--- config.mk ---
export PLATFORM = sky130hd
export DESIGN_NAME = event_timestamp_sample_capture
export DESIGN_NICKNAME = d
export VERILOG_FILES = /design/src/ts_capture_pkg.sv /design/src/event_timestamp_sample_capture.sv
export SDC_FILE = /design/constraint.sdc
export NUM_CORES = 1
export LEC_CHECK = 0
export BUFFER_PORTS_ARGS = -buffer_cell sky130_fd_sc_hd__buf_2
export CAP_MARGIN = 20
export CORE_ASPECT_RATIO = 1.4
export CORE_UTILIZATION = 55
export DETAILED_ROUTE_END_ITERATION = 10
export GPL_ROUTABILITY_DRIVEN = 0
export PLACE_DENSITY_LB_ADDON = 0.3
export SYNTH_ARGS = -nofsm -noshare
export SYNTH_HDL_FRONTEND = slang
export SYNTH_SLANG_ARGS = --single-unit
--- constraint.sdc ---
create_clock -name clk -period 2.6 [get_ports clk]
set_input_delay 0.52 -clock clk [delete_from_list [all_inputs] [get_ports clk]]
set_output_delay 0.52 -clock clk [all_outputs]
set_load 0.05 [all_outputs]
--- src/ts_capture_pkg.sv ---
// constants, offsets and field layout of the event timestamp capture block
`default_nettype none

package ts_capture_pkg;
   // register byte offsets
   localparam logic [11:0] UNIT_INDEX_OFS     = 12'h540;
   localparam logic [11:0] CAPTURE_CTRL_OFS   = 12'h550;
   localparam logic [11:0] SAMPLE1_NS_OFS     = 12'h554;
   localparam logic [11:0] SAMPLE1_SEC_OFS    = 12'h558;
   localparam logic [11:0] SAMPLE1_PHASE_OFS  = 12'h55C;
   localparam logic [11:0] SAMPLE2_NS_OFS     = 12'h560;
   localparam logic [11:0] SAMPLE2_SEC_OFS    = 12'h564;
   localparam logic [11:0] SAMPLE2_PHASE_OFS  = 12'h568;
   localparam logic [11:0] SAMPLE3_NS_OFS     = 12'h56C;
   localparam logic [11:0] SAMPLE3_SEC_OFS    = 12'h570;
   localparam logic [11:0] SAMPLE3_PHASE_OFS  = 12'h574;
   // field positions
   localparam int UNIT_PTR_BIT   = 8;
   localparam int RISE_EN_BIT    = 7;
   localparam int FALL_EN_BIT    = 6;
   localparam int OVF_BIT        = 16;
   localparam int CNT_LSB        = 17;
   localparam int POLARITY_BIT   = 30;
   // capture counting
   localparam int          SAMPLES_KEPT = 3;
   localparam logic [3:0]  CNT_MAX      = 4'hF;
   // phase slot codes within the 40 ns period
   localparam logic [2:0]  PHASE_0NS    = 3'h0;
   localparam logic [2:0]  PHASE_8NS    = 3'h1;
   localparam logic [2:0]  PHASE_16NS   = 3'h2;
   localparam logic [2:0]  PHASE_24NS   = 3'h3;
   localparam logic [2:0]  PHASE_32NS   = 3'h4;
   // reset values
   localparam logic [31:0] WORD_RESET   = 32'h0000_0000;
   localparam logic [2:0]  PHASE_RESET  = 3'h0;

   // one stored sample
   typedef struct packed {
      logic [31:0] seconds;
      logic [29:0] nanoseconds;
      logic        polarity;
      logic [2:0]  phase_slot;
   } sample_t;
endpackage : ts_capture_pkg

`default_nettype wire
--- src/event_timestamp_sample_capture.sv ---
// event timestamp input units: edge capture storage and avalon-mm register slave
//
// Chosen here: the Avalon-MM register port.
`default_nettype none

module event_timestamp_sample_capture
   import ts_capture_pkg::*;
#(
   parameter int NUM_UNITS = 2
) (
   input  wire logic                 clk,
   input  wire logic                 rst_b,
   // external events, one per unit, synchronous to clk
   input  wire logic [NUM_UNITS-1:0] event_in,
   // running time of the local clock
   input  wire logic [31:0]          time_seconds,
   input  wire logic [29:0]          time_nanoseconds,
   input  wire logic [2:0]           time_phase_slot,
   // avalon-mm slave
   input  wire logic [11:0]          address,
   input  wire logic                 read,
   input  wire logic                 write,
   input  wire logic [31:0]          writedata,
   input  wire logic [3:0]           byteenable,
   output logic [31:0]               readdata,
   output logic                      waitrequest
);

   // the pointer is one bit wide: one or two units only, refused at elaboration
   if (NUM_UNITS < 1 || NUM_UNITS > 2) begin : g_bad_units
      $error("NUM_UNITS must be 1 or 2");
   end

   ////////////////////////////////////////////////////////////////////////////
   // state
   typedef struct packed {
      logic                          rise_en;     // rising edge capture on
      logic                          fall_en;     // falling edge capture on
      logic [3:0]                    edge_cnt;    // detected edges, saturating
      logic                          overflow;    // more than 15 edges seen
      logic                          prev_in;     // event level last cycle
      sample_t [SAMPLES_KEPT-1:0]    smp;         // first three samples
   } unit_t;

   typedef struct packed {
      unit_t [NUM_UNITS-1:0] u;        // per-unit state
      logic                  unit_ptr; // selected unit for register access
      logic                  ack;      // bus answer in progress
      logic [31:0]           rdata;    // registered read data
   } state_t;

   state_t state_q;  // registered state
   state_t state_d;  // next state

   logic       sel_unit;     // unit index actually used
   logic       bus_go;       // request accepted this cycle
   logic [2:0] cur_phase;    // legal phase code for this cycle

   ////////////////////////////////////////////////////////////////////////////
   // phase slot to code; anything above the fifth slot is clamped
   function automatic logic [2:0] phase_code(input logic [2:0] slot);
      logic [2:0] code;
      code = PHASE_32NS;
      unique case (slot)
         3'h0: code = PHASE_0NS;
         3'h1: code = PHASE_8NS;
         3'h2: code = PHASE_16NS;
         3'h3: code = PHASE_24NS;
         default: code = PHASE_32NS;
      endcase
      return code;
   endfunction : phase_code

   // a sample read back in register form
   function automatic logic [31:0] ns_word(input sample_t s);
      ns_word = {1'b0, s.polarity, s.nanoseconds};
   endfunction : ns_word

   assign sel_unit = (NUM_UNITS > 1) ? state_q.unit_ptr : 1'b0;
   // the answer comes one cycle after the request is seen
   assign waitrequest = (read | write) & ~state_q.ack;
   assign bus_go      = (read | write) & state_q.ack;
   assign readdata    = state_q.rdata;

   assign cur_phase = phase_code(time_phase_slot);

   ////////////////////////////////////////////////////////////////////////////
   // next state: edge capture, register writes, read mux
   always_comb begin
      logic       rise;
      logic       fall;
      logic       hit;
      logic       restart;
      unit_t      cu;
      rise    = 1'b0;
      fall    = 1'b0;
      hit     = 1'b0;
      restart = 1'b0;
      cu      = state_q.u[sel_unit];
      state_d = state_q;
      // one-cycle answer; the ack drops once the request is served
      state_d.ack = (read | write) & ~state_q.ack;

      for (int i = 0; i < NUM_UNITS; i++) begin
         rise = event_in[i] & ~state_q.u[i].prev_in;
         fall = ~event_in[i] & state_q.u[i].prev_in;
         hit  = (rise & state_q.u[i].rise_en) | (fall & state_q.u[i].fall_en);
         // write one to the overflow bit restarts the unit
         restart = write & bus_go & (address == CAPTURE_CTRL_OFS) & byteenable[2]
                   & writedata[OVF_BIT] & (sel_unit == i[0]);
         state_d.u[i].prev_in = event_in[i];
         if (restart) begin
            state_d.u[i].edge_cnt = 4'h0;
            state_d.u[i].overflow = 1'b0;
         end
         if (hit) begin
            // an edge in the restart cycle wins: it becomes sample one
            if (restart) begin
               state_d.u[i].edge_cnt = 4'h1;
            end
            else if (state_q.u[i].edge_cnt == CNT_MAX) begin
               state_d.u[i].overflow = 1'b1;
            end else begin
               state_d.u[i].edge_cnt = state_q.u[i].edge_cnt + 4'h1;
            end
            for (int k = 0; k < SAMPLES_KEPT; k++) begin
               if ((restart && k == 0) || (!restart && state_q.u[i].edge_cnt == 4'(k))) begin
                  state_d.u[i].smp[k].seconds     = time_seconds;
                  state_d.u[i].smp[k].nanoseconds = time_nanoseconds;
                  state_d.u[i].smp[k].polarity    = rise;
                  state_d.u[i].smp[k].phase_slot  = cur_phase;
               end
            end
         end
      end

      // register writes take effect when the wait ends
      if (write && bus_go) begin
         if (address == UNIT_INDEX_OFS && byteenable[1]) begin
            state_d.unit_ptr = writedata[UNIT_PTR_BIT];
         end
         if (address == CAPTURE_CTRL_OFS && byteenable[0]) begin
            state_d.u[sel_unit].rise_en = writedata[RISE_EN_BIT];
            state_d.u[sel_unit].fall_en = writedata[FALL_EN_BIT];
         end
      end

      if (read && !state_q.ack) begin
         unique case (address)
            UNIT_INDEX_OFS:    state_d.rdata = 32'(state_q.unit_ptr) << UNIT_PTR_BIT;
            CAPTURE_CTRL_OFS:  state_d.rdata = (32'(cu.edge_cnt) << CNT_LSB)
                                             | (32'(cu.overflow) << OVF_BIT)
                                             | (32'(cu.rise_en) << RISE_EN_BIT)
                                             | (32'(cu.fall_en) << FALL_EN_BIT);
            SAMPLE1_NS_OFS:    state_d.rdata = ns_word(cu.smp[0]);
            SAMPLE1_SEC_OFS:   state_d.rdata = cu.smp[0].seconds;
            SAMPLE1_PHASE_OFS: state_d.rdata = 32'(cu.smp[0].phase_slot);
            SAMPLE2_NS_OFS:    state_d.rdata = ns_word(cu.smp[1]);
            SAMPLE2_SEC_OFS:   state_d.rdata = cu.smp[1].seconds;
            SAMPLE2_PHASE_OFS: state_d.rdata = 32'(cu.smp[1].phase_slot);
            SAMPLE3_NS_OFS:    state_d.rdata = ns_word(cu.smp[2]);
            SAMPLE3_SEC_OFS:   state_d.rdata = cu.smp[2].seconds;
            SAMPLE3_PHASE_OFS: state_d.rdata = 32'(cu.smp[2].phase_slot);
            // unmapped addresses read as zero
            default:           state_d.rdata = WORD_RESET;
         endcase
      end
   end

   ////////////////////////////////////////////////////////////////////////////
   // state register, synchronous active-low reset
   always_ff @(posedge clk) begin
      if (!rst_b) begin
         // samples and control clear at reset
         state_q <= '0;
      end else begin
         state_q <= state_d;
      end
   end

   generate
      for (genvar g = 0; g < NUM_UNITS; g++) begin : g_chk

      end
   endgenerate
endmodule : event_timestamp_sample_capture

`default_nettype wire

Word level (Yosys, flattened, before mapping)
Index checks and enable logic that the tools add are counted.
Word-level totals
  register bits after elaboration: 446
  output and inout bits: 33
  logic and storage cells: 143
  input port bits: 119
Operators by class
  $lt $le $gt $ge: 2
  equal/unequal tests: 20
  mux-type cells: 33
  bitwise gates (word level): 28
  reduce and logical (&&, ||, !) cells: 21
  add/subtract/negate cells: 2
Operators with widths (count)
  bitwise mux 412 bit: 2
  two-way mux 206 bit: 3
  demux 206 bit (select 1 bit): 2
  two-way mux 411 bit: 1
  two-way mux 410 bit: 1
  two-way mux 198 bit: 2
  two-way mux 66 bit: 6
  one-hot mux 32 bit (11 select lines): 1
  two-way mux 205 bit: 1
  == test 12 x 11 -> 1 bit, second input constant: 11
  OR 21 x 17 -> 21 bit: 1
  OR 21 x 7 -> 21 bit: 1
  OR 21 x 8 -> 21 bit: 1
  two-way mux 5 bit: 4
  AND 1 bit: 16
  two-way mux 4 bit: 4
  one-hot mux 3 bit (4 select lines): 1
  logical AND 1 bit: 11
  adder 4 x 1 -> 4 bit, second input constant: 2
  == test 4 x 1 -> 1 bit, second input constant: 2
  == test 4 x 2 -> 1 bit, second input constant: 2
  == test 4 bit, second input constant: 2
  zero test 4 bit: 2
  == test 3 x 2 -> 1 bit, second input constant: 2
  10 further kinds: 25

Logic depth before layout (Yosys ltp)
Gate-level depths: netlist of the first run.
  depth after elaboration: 16
  gate-level depth with buffers: 9

Worst setup path before layout of the first run
No wires, ideal clock.
  kind: input -> register
  from: in address[2]
  to: reg state_q[100] (netlist name)
  library setup time: 0.072 ns
  arrival time: 2.426 ns
  slack: 0.103 ns
  stages on the path: 8
  path through: clkbuf_1 -> or4bb_1 -> or4_1 -> clkbuf_1 -> nand4_1 -> buf_4 -> buf_6 -> mux2i_1
Between the ends
  cells in the longest elaborated chain, start to end: 13
Ends and longest elaborated chain
  start: declaration: RTL line event_timestamp_sample_capture.sv:20  | input wire logic [11:0] address,
  == test 12 x 11 -> 1 bit (*): RTL line event_timestamp_sample_capture.sv:109, event_timestamp_sample_capture.sv:142
  AND 1 bit (2 in series): RTL line event_timestamp_sample_capture.sv:109  | restart = write & bus_go & (address == CAPTURE_CTRL_OFS) & byteenable[2]
  AND 1 bit (2 in series): RTL line event_timestamp_sample_capture.sv:110  | & writedata[OVF_BIT] & (sel_unit == i[0]);
  zero test 1 bit: RTL line event_timestamp_sample_capture.sv:127  | if ((restart && k == 0) || (!restart && state_q.u[i].edge_cnt == 4'(k))) begin
  logical AND 1 bit: RTL line event_timestamp_sample_capture.sv:127
  two-way mux 66 bit: RTL line event_timestamp_sample_capture.sv:127
  two-way mux 198 bit: RTL line event_timestamp_sample_capture.sv:116  | if (hit) begin
  bitwise mux 412 bit: RTL line event_timestamp_sample_capture.sv:143  | state_d.u[sel_unit].rise_en = writedata[RISE_EN_BIT];
  bitwise mux 412 bit: RTL line event_timestamp_sample_capture.sv:144  | state_d.u[sel_unit].fall_en = writedata[FALL_EN_BIT];
  two-way mux 410 bit: RTL line event_timestamp_sample_capture.sv:142  | if (address == CAPTURE_CTRL_OFS && byteenable[0]) begin
  two-way mux 411 bit (*): RTL line event_timestamp_sample_capture.sv:138  | if (write && bus_go) begin
  end signal: assignment: RTL line event_timestamp_sample_capture.sv:177  | state_q <= state_d;
  end: declaration: RTL line event_timestamp_sample_capture.sv:52  | state_t state_q;
Every way passes the cells marked *; elsewhere a longest branch is shown, timed or not.
A chain may end at the register's enable or synchronous reset.

Worst setup path after layout of the first run
  from: reg state_q, in the netlist sel_unit
  to: reg state_q[242] (netlist name)
Between the ends
  cells in the longest elaborated chain, start to end: 10
Ends and longest elaborated chain (RTL line)
  AND 1 bit: event_timestamp_sample_capture.sv:110
  zero test 1 bit: event_timestamp_sample_capture.sv:127
  logical AND 1 bit: event_timestamp_sample_capture.sv:127
  logical OR 1 bit: event_timestamp_sample_capture.sv:127
  two-way mux 66 bit: event_timestamp_sample_capture.sv:127
  two-way mux 198 bit: event_timestamp_sample_capture.sv:116
  bitwise mux 412 bit: event_timestamp_sample_capture.sv:143
  bitwise mux 412 bit: event_timestamp_sample_capture.sv:144
  two-way mux 410 bit: event_timestamp_sample_capture.sv:142
  two-way mux 411 bit (*): event_timestamp_sample_capture.sv:138
Marked as above.

==> results of run 1 <==
==> final timing paths <==
| path | slack [ns] | startpoint | to |
|---|---|---|---|
| setup reg to reg | 0.27 | sel_unit$_SDFFE_PN0P_ | state_q[242]$_SDFFE_PN0P_ |
| hold reg to reg | 0.44 | readdata[18]$_SDFFE_PN0P_ | readdata[18]$_SDFFE_PN0P_ |
| setup / recovery | 0.27 | sel_unit$_SDFFE_PN0P_ | state_q[242]$_SDFFE_PN0P_ |
| hold / removal | 0.23 | event_in[1] | state_q[438]$_SDFF_PN0_ |
==> metrics by stage <==
| stage | setup TNS (ns) | util, % | cells |
|---|---|---|---|
| after CTS | 0 | 64.2 | 2596 |
| after detailed placement | -0.933 | 60.3 | 2522 |
| after floorplan | 0 | - | 2015 |
| after global routing | 0 | 64.2 | 2597 |
| final | 0 | 64.3 | 2598 |
| after global placement | -0.214 | 60.3 | 2522 |
==> per-layer routing <==
| metal | part of all wire (%) | up-vias | GRT usage, % |
|---|---|---|---|
| met3 | 5.9 | 133 | 4.36 |
| met4 | 4.2 | 6 | 12.6 |
| met1 | 41 | 7376 | 34.6 |
| li1 | - | 7187 | - |
| met2 | 49 | 447 | 47.4 |
| met5 | 0.071 | - | 0 |
==> synth_stat cells, drive strengths merged (4+ instances only) <==
master,count
nand3b,5
nand2b,8
a311oi,4
mux4,28
a32oi,18
o22ai,40
or4,4
o221a,9
ha,8
nand3,11
buf,99
and3,9
dfxtp,446
mux2,6
nor3,15
mux2i,540
clkbuf,85
o2bb2ai,9
nor4,4
a21oi,11
nand2,377
inv,7
nand4,10
and2,4
a21o,6
a2bb2oi,5
nor2,26
o21ai,40
nor2b,142
==> registers in the layout, indices dropped and copies added, names as in the netlist <==
| register | flops |
|---|---|
| state_q | 413 |
| readdata | 32 |
| sel_unit | 1 |
==> placed cells by master, fill, tap and decap left out, types with 4 or more instances in the layout <==
| cell | synthesis | layout |
|---|---|---|
| sky130_fd_sc_hd__mux2i_1 | 540 | 540 |
| sky130_fd_sc_hd__dfxtp_1 | 446 | 445 |
| sky130_fd_sc_hd__nand2_1 | 377 | 377 |
| sky130_fd_sc_hd__nor2b_1 | 142 | 142 |
| sky130_fd_sc_hd__buf_2 | 37 | 121 |
| sky130_fd_sc_hd__buf_4 | 34 | 76 |
| sky130_fd_sc_hd__clkbuf_16 | 0 | 45 |
| sky130_fd_sc_hd__o22ai_1 | 40 | 40 |
| sky130_fd_sc_hd__o21ai_0 | 35 | 35 |
| sky130_fd_sc_hd__buf_12 | 0 | 31 |
| sky130_fd_sc_hd__mux4_2 | 28 | 28 |
| sky130_fd_sc_hd__nor2_1 | 26 | 26 |
| sky130_fd_sc_hd__a32oi_1 | 18 | 16 |
| sky130_fd_sc_hd__nor3_1 | 15 | 13 |
| sky130_fd_sc_hd__clkbuf_8 | 0 | 12 |
| sky130_fd_sc_hd__a21oi_1 | 11 | 11 |
| sky130_fd_sc_hd__nand4_1 | 10 | 10 |
| sky130_fd_sc_hd__nand3_1 | 10 | 10 |
| sky130_fd_sc_hd__and3_1 | 9 | 9 |
| sky130_fd_sc_hd__o221a_2 | 9 | 9 |
| sky130_fd_sc_hd__o2bb2ai_1 | 9 | 9 |
| sky130_fd_sc_hd__nand2b_1 | 8 | 8 |
| sky130_fd_sc_hd__ha_1 | 8 | 8 |
| sky130_fd_sc_hd__clkinv_2 | 0 | 8 |
| sky130_fd_sc_hd__inv_1 | 7 | 7 |
| sky130_fd_sc_hd__a21o_1 | 6 | 6 |
| sky130_fd_sc_hd__mux2_2 | 6 | 6 |
| sky130_fd_sc_hd__nand3b_1 | 5 | 5 |
| sky130_fd_sc_hd__o21ai_1 | 5 | 5 |
| sky130_fd_sc_hd__a2bb2oi_1 | 5 | 5 |
| sky130_fd_sc_hd__and2_1 | 4 | 4 |
| sky130_fd_sc_hd__a311oi_1 | 4 | 4 |
| sky130_fd_sc_hd__clkbuf_1 | 85 | 4 |
==> final cells by class <==
type | count | area, um^2
Antenna cell | 2 | 5.00
Clock buffer | 61 | 1310
Clock inverter | 13 | 124
Fill cell | 2961 | 12900
Inverter | 7 | 26.3
Multi-Input combinational cell | 1378 | 10400
Sequential cell | 446 | 8930
Tap cell | 462 | 578
Timing Repair Buffer | 229 | 1810
==> power by group through the flow <==
stage          clock network, mW  logic, mW  registers (mW)
3_3_place_gp                   0      0.518            6.99
5_1_grt                     6.68      0.572            6.83
3_5_place_dp                   0      0.528            6.99
2_1_floorplan                  0      0.272            6.99
4_1_cts                     6.39      0.531            6.84
6_report                    6.30      0.537            6.84
==> logic make-up (layout without fill, tap and decap cells) <==
group	count (synthesis)	in the layout	share of synthesized area, %
simple gates	632	632	14.8
mux	574	574	30.0
flops	446	446	43.9
buf+inv	191	310	5.05
compound gates	163	163	5.65
fa+ha+maj	8	8	0.493
xor+xnor	1	1	0.0431
other cells	0	2	0
==> summary.md, run 1 <==
| Metric | Value |
|---|---|
| Clock latency on the worst-skew pair | 0.55 ns |
| Post-detailed-placement cell area | 21800 um^2 |
| Number of antenna violations at the first check in global routing | 5 |
| Max_slew headroom | 48.4% |
| TritonCTS clock tree | yes |
| Antenna-violating nets left | 0 |
| Max Cap Viol | 0 |
| Ordered list of cells on the worst path | inv_1 > a2111oi_0 > buf_4 > a32oi_4 > buf_12 > mux2i_1 > nor2b_1 |
| Clock sink total | 446 |
| Die width | 164 um |
| Core outline area | 36100 um^2 |
| Clock buffers created by TritonCTS | 43 |
| Initial core utilization | 56.3% |
| Cell accounting for the most synthesized area | sky130_fd_sc_hd__dfxtp_1 |
| Flop and latch count out of synthesis | 446 |
| Critical Path Sink Type | register |
| Power density over the cells | 589 nW/um^2 |
| Critical path peak fanout | 32 |
| Final standard cell area without fillers | 23200 um^2 |
| Fin Hold WS | 0.228 ns |
| Critical path class | register to register |
| IR drop worst, VDD | 0.697 mV |
| Clk slew on worst S/H paths | 0.06 ns |
| Post-route minimum period | 2.33 ns |
| Number of synthesized flops with an enable pin | 0 |
| Y dimension of the die | 229 um |
| Synth Warn # | 0 |
| Clock power share | 46.1% |
| Family of cells with the greatest summed delay on the critical path | buffers and inverters |
| Via count | 15100 |
| Wire length of the first global-routing pass | 82000 um |
| Path class of the lowest-slack min-delay path | primary input to register |
| Share of layout cells above drive strength 1 | 16.6% |
| Io pins | 152 |
| Dpl ws | -0.0564 ns |
| Net Sw Frac | 21.8% |
| Hold-fix buffers at CTS | 0 |
| Die outline area | 37700 um^2 |
| R2R cell count | 7 |
| Setup WS post-layout | 0.266 ns |
| Via count of the first global-routing pass | 15300 |
| Static power due to leakage | 9.73 nW |
| Sequential element share of the synthesized area | 43.9% |
| Net Count, Synth | 2142 |
| Deepest clock path buffer count | 3 |
| Cell count after synthesis | 2015 |
| Routed len/inst | 20.2 um |
| Worst Hold Path Cells | 2 |
| Maximum number of pins on one net before global-route repair | 170 |
| Combinational power share | 3.9% |
| Post-route total power | 13.7 mW |
| Total number of nets in the final design | 2232 |
| Remaining global-route overflow | 0 |
| Detailed Place HPWL | 35300 um |
| Mean Syn Cell Area | 10.1 um^2 |
| Data arrival at the endpoint of the critical path | 2.77 ns |
| Count of distinct cell types in the synthesized netlist | 60 |
| Part of the power in registers | 50.0% |
| Data required time of the critical path | 3.03 ns |
| Post-CTS setup buffer count | 0 |
| Transition time at the pin with the least slew margin | 0.774 ns |
| Commonest register cell after synthesis | sky130_fd_sc_hd__dfxtp_1 |
| Post-synthesis async set-or-reset flop share | 0% |
| Total GRT Usage | 28.0% |
| Cell area after synthesis | 20300 um^2 |
| Largest stage delay on the critical path | 0.66 ns |
| Input/output buffers | 122 |
| DRC violation count after routing | 0 |
| Detailed Route Iter0 Violations | 1031 |
| Internal power component | 10.7 mW |
| Fraction of post-synthesis cell area in the top cell type by area | 43.9% |
| Count of pins over their slew limit | 0 |
| Logic depth of the worst path, buffers included | 7 |
| Vias per cell | 5.83 |
| Iteration count of the initial detailed-routing pass | 6 |
| Unrepaired setup endpoints after global routing | false |
| Total wire length after detailed routing | 52400 um |
| Critical path startpoint category | register |
| Buffers and inverters on the worst path | 3 |
| Level count of the clock H-tree | 2 |
| Maximum clock skew at final layout | 0.0109 ns |
| Worst-path cell with the longest stage delay | sky130_fd_sc_hd__dfxtp_4 |
| P_sw | 2.98 mW |
| Resize count post-CTS | 0 |
| Area Overhead vs Synth | 14.2% |
| Achievable frequency | 428 MHz |
| Final hold violations | 0 |
| Largest cells by area after synthesis | sky130_fd_sc_hd__dfxtp_1 44%, sky130_fd_sc_hd__mux2i_1 27%, sky130_fd_sc_hd__nand2_1 7.0% |
| Final period util | 89.8% |
| Setup violations, final | 0 |
| Site row count | 82 |
| Status | completed |
| Root buffer cell | sky130_fd_sc_hd__clkbuf_16 |
Note: power is estimated with default switching activity, not from simulation.
==> run 2: changes to the inputs <==
--- a/config.mk
+++ b/config.mk
@@ -12,6 +12,7 @@
 export DETAILED_ROUTE_END_ITERATION = 10
 export GPL_ROUTABILITY_DRIVEN = 0
 export PLACE_DENSITY_LB_ADDON = 0.3
+export REMOVE_ABC_BUFFERS = 1
 export SYNTH_ARGS = -nofsm -noshare
 export SYNTH_HDL_FRONTEND = slang
 export SYNTH_SLANG_ARGS = --single-unit
==> summary.md, run 2 (synthesized netlist as in run 1, its figures left out) <==
| Metric | Value |
|---|---|
| Remaining global-route overflow | 0 |
| Count of pins over their slew limit | 0 |
| Io pins | 152 |
| Level count of the clock H-tree | 2 |
| Worst-path cell with the longest stage delay | sky130_fd_sc_hd__or4bb_1 |
| Share of layout cells above drive strength 1 | 16.6% |
| Data arrival at the endpoint of the critical path | 2.76 ns |
| TritonCTS clock tree | yes |
| Register with the most flip-flops | state_q |
| Initial core utilization | 56.3% |
| Iteration count of the initial detailed-routing pass | 5 |
| Die width | 164 um |
| Largest stage delay on the critical path | 0.51 ns |
| Number of filler cells placed in the layout | 2905 |
| Vias per cell | 5.83 |
| Unrepaired setup endpoints after global routing | false |
| Static power due to leakage | 9.73 nW |
| DRC violation count after routing | 0 |
| Number of antenna violations at the first check in global routing | 6 |
| Hold-fix buffers at CTS | 0 |
| Family of cells with the greatest summed delay on the critical path | simple AND/OR/NAND/NOR gates |
| Max_slew headroom | 59.2% |
| Routed len/inst | 20.1 um |
| Status | completed |
| Transition time at the pin with the least slew margin | 0.612 ns |
| Achievable frequency | 437 MHz |
| Critical path startpoint category | register |
| Power density over the cells | 594 nW/um^2 |
| Clock buffers created by TritonCTS | 44 |
| Critical path class | register to register |
| IR drop worst, VDD | 0.523 mV |
| Clock latency on the worst-skew pair | 0.56 ns |
| Path class of the lowest-slack min-delay path | primary input to register |
| Core outline area | 36100 um^2 |
| Detailed Route Iter0 Violations | 1051 |
| Critical path peak fanout | 15 |
| Clk slew on worst S/H paths | 0.06 ns |
| Critical Path Sink Type | register |
| Final hold violations | 0 |
| Y dimension of the die | 229 um |
| Deepest clock path buffer count | 3 |
| Post-CTS setup buffer count | 0 |
| Maximum clock skew at final layout | 0.0177 ns |
| Ordered list of cells on the worst path | or4bb_1 > or4_1 > nand4_1 > buf_4 > buf_12 > mux2i_1 |
| Root buffer cell | sky130_fd_sc_hd__clkbuf_16 |
| Input/output buffers | 122 |
| Total GRT Usage | 27.9% |
| Leading cell types in the layout, fill and taps excluded | 540 x sky130_fd_sc_hd__mux2i_1, 445 x sky130_fd_sc_hd__dfxtp_1, 377 x sky130_fd_sc_hd__nand2_1 |
| Maximum number of pins on one net before global-route repair | 142 |
| Final standard cell area without fillers | 23300 um^2 |
| Total wire length after detailed routing | 52400 um |
| Buffers and inverters on the worst path | 2 |
| Area Overhead vs Synth | 14.5% |
| Total number of nets in the final design | 2238 |
| Post-detailed-placement cell area | 21800 um^2 |
| Die outline area | 37700 um^2 |
| Wire length of the first global-routing pass | 82100 um |
| Setup WS post-layout | 0.311 ns |
| Most common cell after layout, fill and taps aside | sky130_fd_sc_hd__mux2i_1 |
| Clock sink total | 446 |
| Antenna-violating nets left | 0 |
| Setup violations, final | 0 |
| Max reg flops | 413 |
| Detailed Place HPWL | 34700 um |
| Final period util | 88.0% |
| Data required time of the critical path | 3.07 ns |
| Max Cap Viol | 0 |
| Fin Hold WS | 0.254 ns |
| Site row count | 82 |
| Footprint of the multi-input gates | 10400 um^2 |
| Via count | 15200 |
| Reg area | 8930 um^2 |
| Post-route minimum period | 2.29 ns |
| Resize count post-CTS | 0 |
| Utilization after layout | 64.4% |
| Via count of the first global-routing pass | 15500 |
| Dpl ws | -0.109 ns |
run 2: changes by cell type in the layout (fill, tap and decap cells not counted), moves of 2 or more:
cell                         delta
sky130_fd_sc_hd__buf_4          +5
sky130_fd_sc_hd__bufinv_16      +2
sky130_fd_sc_hd__clkbuf_1       +7
sky130_fd_sc_hd__clkbuf_8       -3
sky130_fd_sc_hd__clkinvlp_4     -2
run 2: area by class of cell:
cell class,count,share of cell area [%]
repair buffers,234,7.95
clock inverters,12,0.704
inverters,7,0.113
flip-flops and latches,446,38.4
clock buffers,65,5.55
multi-input cells,1378,44.8
well taps,462,2.48
diodes,1,0.0108
run 2: worst register-to-register path: cells and delay by family (launching register included):
kind / cells / cell delay [ns]
flops: 1 / 0.38
mux: 1 / 0.27
buf+inv: 2 / 0.38
simple gates: 3 / 1.20
run 2: worst paths after layout:
path / startpoint / end / slack, ns / cells after the start
worst max register to register: state_q[32]$_SDFF_PN0_ / state_q[199]$_SDFFE_PN0P_ / 0.31 / 6
worst min register to register: readdata[19]$_SDFFE_PN0P_ / readdata[19]$_SDFFE_PN0P_ / 0.45 / 2
worst max-delay path: state_q[32]$_SDFF_PN0_ / state_q[199]$_SDFFE_PN0P_ / 0.31 / 6
worst min-delay path: time_nanoseconds[27] / state_q[271]$_SDFFE_PN0P_ / 0.25 / 3
run 2: metrics by stage:
step / total power, mW / TNS, ns / cells
after floorplan: 7.15 / -3031.58 / 1831
after global placement: 7.49 / -5.52 / 2527
after detailed placement: 7.51 / -15.40 / 2527
after CTS: 13.9 / 0 / 2604
after global routing: 14.2 / 0 / 2604
final: 13.8 / 0 / 2605
run 2: per-layer routing:
| layer | global-route usage, % | vias up | share of wire, % |
|---|---|---|---|
| met5 | 0 | - | 0.13 |
| met4 | 13.4 | 12 | 4.7 |
| met3 | 4.27 | 133 | 5.6 |
| met2 | 48.1 | 445 | 49 |
| met1 | 33.5 | 7395 | 41 |
| li1 | - | 7193 | - |
run 2: power by group:
part           leakage, nW  total [mW]  internal, mW  switching, mW
registers             3.59        6.84          6.83        0.00249
clock network        0.720        6.46          3.83           2.64
logic                 5.42       0.524         0.171          0.353
total                 9.73        13.8          10.8           2.99
==> run 3: changes to the inputs <==
--- a/config.mk
+++ b/config.mk
@@ -7,8 +7,10 @@
 export LEC_CHECK = 0
 export BUFFER_PORTS_ARGS = -buffer_cell sky130_fd_sc_hd__buf_2
 export CAP_MARGIN = 20
+export CELL_PAD_IN_SITES_DETAIL_PLACEMENT = 1
+export CELL_PAD_IN_SITES_GLOBAL_PLACEMENT = 2
 export CORE_ASPECT_RATIO = 1.4
-export CORE_UTILIZATION = 55
+export CORE_UTILIZATION = 35
 export DETAILED_ROUTE_END_ITERATION = 10
 export GPL_ROUTABILITY_DRIVEN = 0
 export PLACE_DENSITY_LB_ADDON = 0.3
==> constraint.sdc (replaced) <==
create_clock -name clk -period 2.6 [get_ports clk]
set_input_delay 0.39 -clock clk [delete_from_list [all_inputs] [get_ports clk]]
set_output_delay 0.39 -clock clk [all_outputs]
set_load 0.05 [all_outputs]
==> summary.md, run 3 (synthesized netlist as in run 1, its figures left out) <==
| Metric | Value |
|---|---|
| Status | completed |
| Total inserted antenna cells | 0 |
| Root buffer cell | sky130_fd_sc_hd__clkbuf_16 |
| Core outline area | 57400 um^2 |
| Vias per cell | 5.22 |
| Family of cells with the greatest summed delay on the critical path | simple AND/OR/NAND/NOR gates |
| Clk slew on worst S/H paths | 0.06 ns |
| Site row count | 104 |
| Data required time of the critical path | 3.09 ns |
| Post-route minimum period | 2.36 ns |
| Utilization after layout | 41.4% |
| Initial core utilization | 35.4% |
| IR drop worst, VDD | 0.561 mV |
| Remaining global-route overflow | 0 |
| Path class of the lowest-slack min-delay path | primary input to register |
| Die width | 206 um |
| Transition time at the pin with the least slew margin | 0.592 ns |
| Io pins | 152 |
| Achievable frequency | 424 MHz |
| Maximum number of pins on one net before global-route repair | 133 |
| Resize count post-CTS | 0 |
| Power density over the cells | 610 nW/um^2 |
| Area Overhead vs Synth | 16.8% |
| Maximum clock skew at final layout | 0.0266 ns |
| Critical path startpoint category | register |
| Detailed Place HPWL | 42100 um |
| Clock sink total | 446 |
| Setup violations, final | 0 |
| Critical path class | register to register |
| Post-route total power | 14.5 mW |
| Via count of the first global-routing pass | 16200 |
| Wire length of the first global-routing pass | 94400 um |
| Number of antenna violations at the first check in global routing | 5 |
| Level count of the clock H-tree | 2 |
| Most common cell after layout, fill and taps aside | sky130_fd_sc_hd__mux2i_1 |
| Y dimension of the die | 287 um |
| Sum of negative setup slack | 0 ns |
| Static power due to leakage | 9.79 nW |
| Count of pins over their slew limit | 0 |
| Final standard cell area without fillers | 23700 um^2 |
| Critical Path Sink Type | register |
| Clock latency on the worst-skew pair | 0.58 ns |
| Critical path peak fanout | 17 |
| DRC violation count after routing | 0 |
| Final hold violations | 0 |
| Max_slew headroom | 60.6% |
| Via count | 15000 |
| Final period util | 90.7% |
| Iteration count of the initial detailed-routing pass | 5 |
| Detailed Route Iter0 Violations | 632 |
| Hold-fix buffers at CTS | 0 |
| Buffers and inverters on the worst path | 1 |
| Deepest clock path buffer count | 3 |
| Worst-path cell with the longest stage delay | sky130_fd_sc_hd__or4bb_1 |
| Die outline area | 59000 um^2 |
| Register with the most flip-flops | state_q |
| Post-detailed-placement cell area | 22100 um^2 |
| Input/output buffers | 122 |
| Total number of nets in the final design | 2230 |
| TritonCTS clock tree | yes |
| Post-CTS setup buffer count | 0 |
| Antenna-violating nets left | 0 |
| Max reg flops | 413 |
| Clock buffers created by TritonCTS | 47 |
| Share of layout cells above drive strength 1 | 16.8% |
| Routed len/inst | 21.4 um |
| Ordered list of cells on the worst path | or4bb_1 > or4_1 > nand4_1 > buf_4 > mux2i_1 |
| Total wire length after detailed routing | 61700 um |
| Unrepaired setup endpoints after global routing | false |
| Largest stage delay on the critical path | 0.53 ns |
| Total GRT Usage | 20.8% |
| Max Cap Viol | 0 |
| Leading cell types in the layout, fill and taps excluded | 540 x sky130_fd_sc_hd__mux2i_1, 445 x sky130_fd_sc_hd__dfxtp_1, 377 x sky130_fd_sc_hd__nand2_1 |
| Data arrival at the endpoint of the critical path | 2.85 ns |
==> run 3: area by class of cell <==
cell class | instances | area [um^2]
clock inverters | 20 | 221
inverters | 7 | 26.3
multi-input cells | 1378 | 10400
flip-flops and latches | 446 | 8930
repair buffers | 223 | 1790
fillers | 6358 | 33600
clock buffers | 67 | 1410
well taps | 742 | 928
==> run 3: where the power goes <==
| group | switching (mW) | internal [mW] | leakage [nW] | total (mW) |
|---|---|---|---|---|
| logic | 0.380 | 0.172 | 5.39 | 0.552 |
| registers | 0.00304 | 6.83 | 3.59 | 6.84 |
| clock network | 2.90 | 4.19 | 0.817 | 7.10 |
==> run 3: final timing paths <==
| check | startpoint | end | slack [ns] | cells after the start |
|---|---|---|---|---|
| worst max-delay path | state_q[32]$_SDFF_PN0_ | state_q[182]$_SDFFE_PN0P_ | 0.24 | 5 |
| worst min register to register | readdata[17]$_SDFFE_PN0P_ | readdata[17]$_SDFFE_PN0P_ | 0.44 | 2 |
| worst min-delay path | time_nanoseconds[7] | state_q[251]$_SDFFE_PN0P_ | 0.11 | 3 |
| worst max register to register | state_q[32]$_SDFF_PN0_ | state_q[182]$_SDFFE_PN0P_ | 0.24 | 5 |
==> run 3: stage by stage <==
stage | instances | setup slack, ns | hold WS [ns]
global placement | 2796 | -0.0862 | 0.431
detailed placement | 2796 | -0.167 | 0.435
CTS | 2883 | 0.262 | 0.0820
finish | 2883 | 0.242 | 0.106
floorplan | 1831 | -9.26 | 0.432
global route | 2883 | 0.128 | 0.122
==> run 3: layer usage <==
metal  routed length (um)  global-route usage (%)  up-vias
met4                 1420                    5.76        8
met2                31800                    38.0      215
li1                     -                       -     7178
met1                26500                    25.2     7547
met5                   51                       0        -
met3                 1990                    2.73       97
==> run 3: worst min-delay path, delay by kind of cell <==
family	cells	cell delay (ns)
buffers and inverters	1	0.10
AND/OR/NAND/NOR	1	0.09
multiplexers	1	0.06
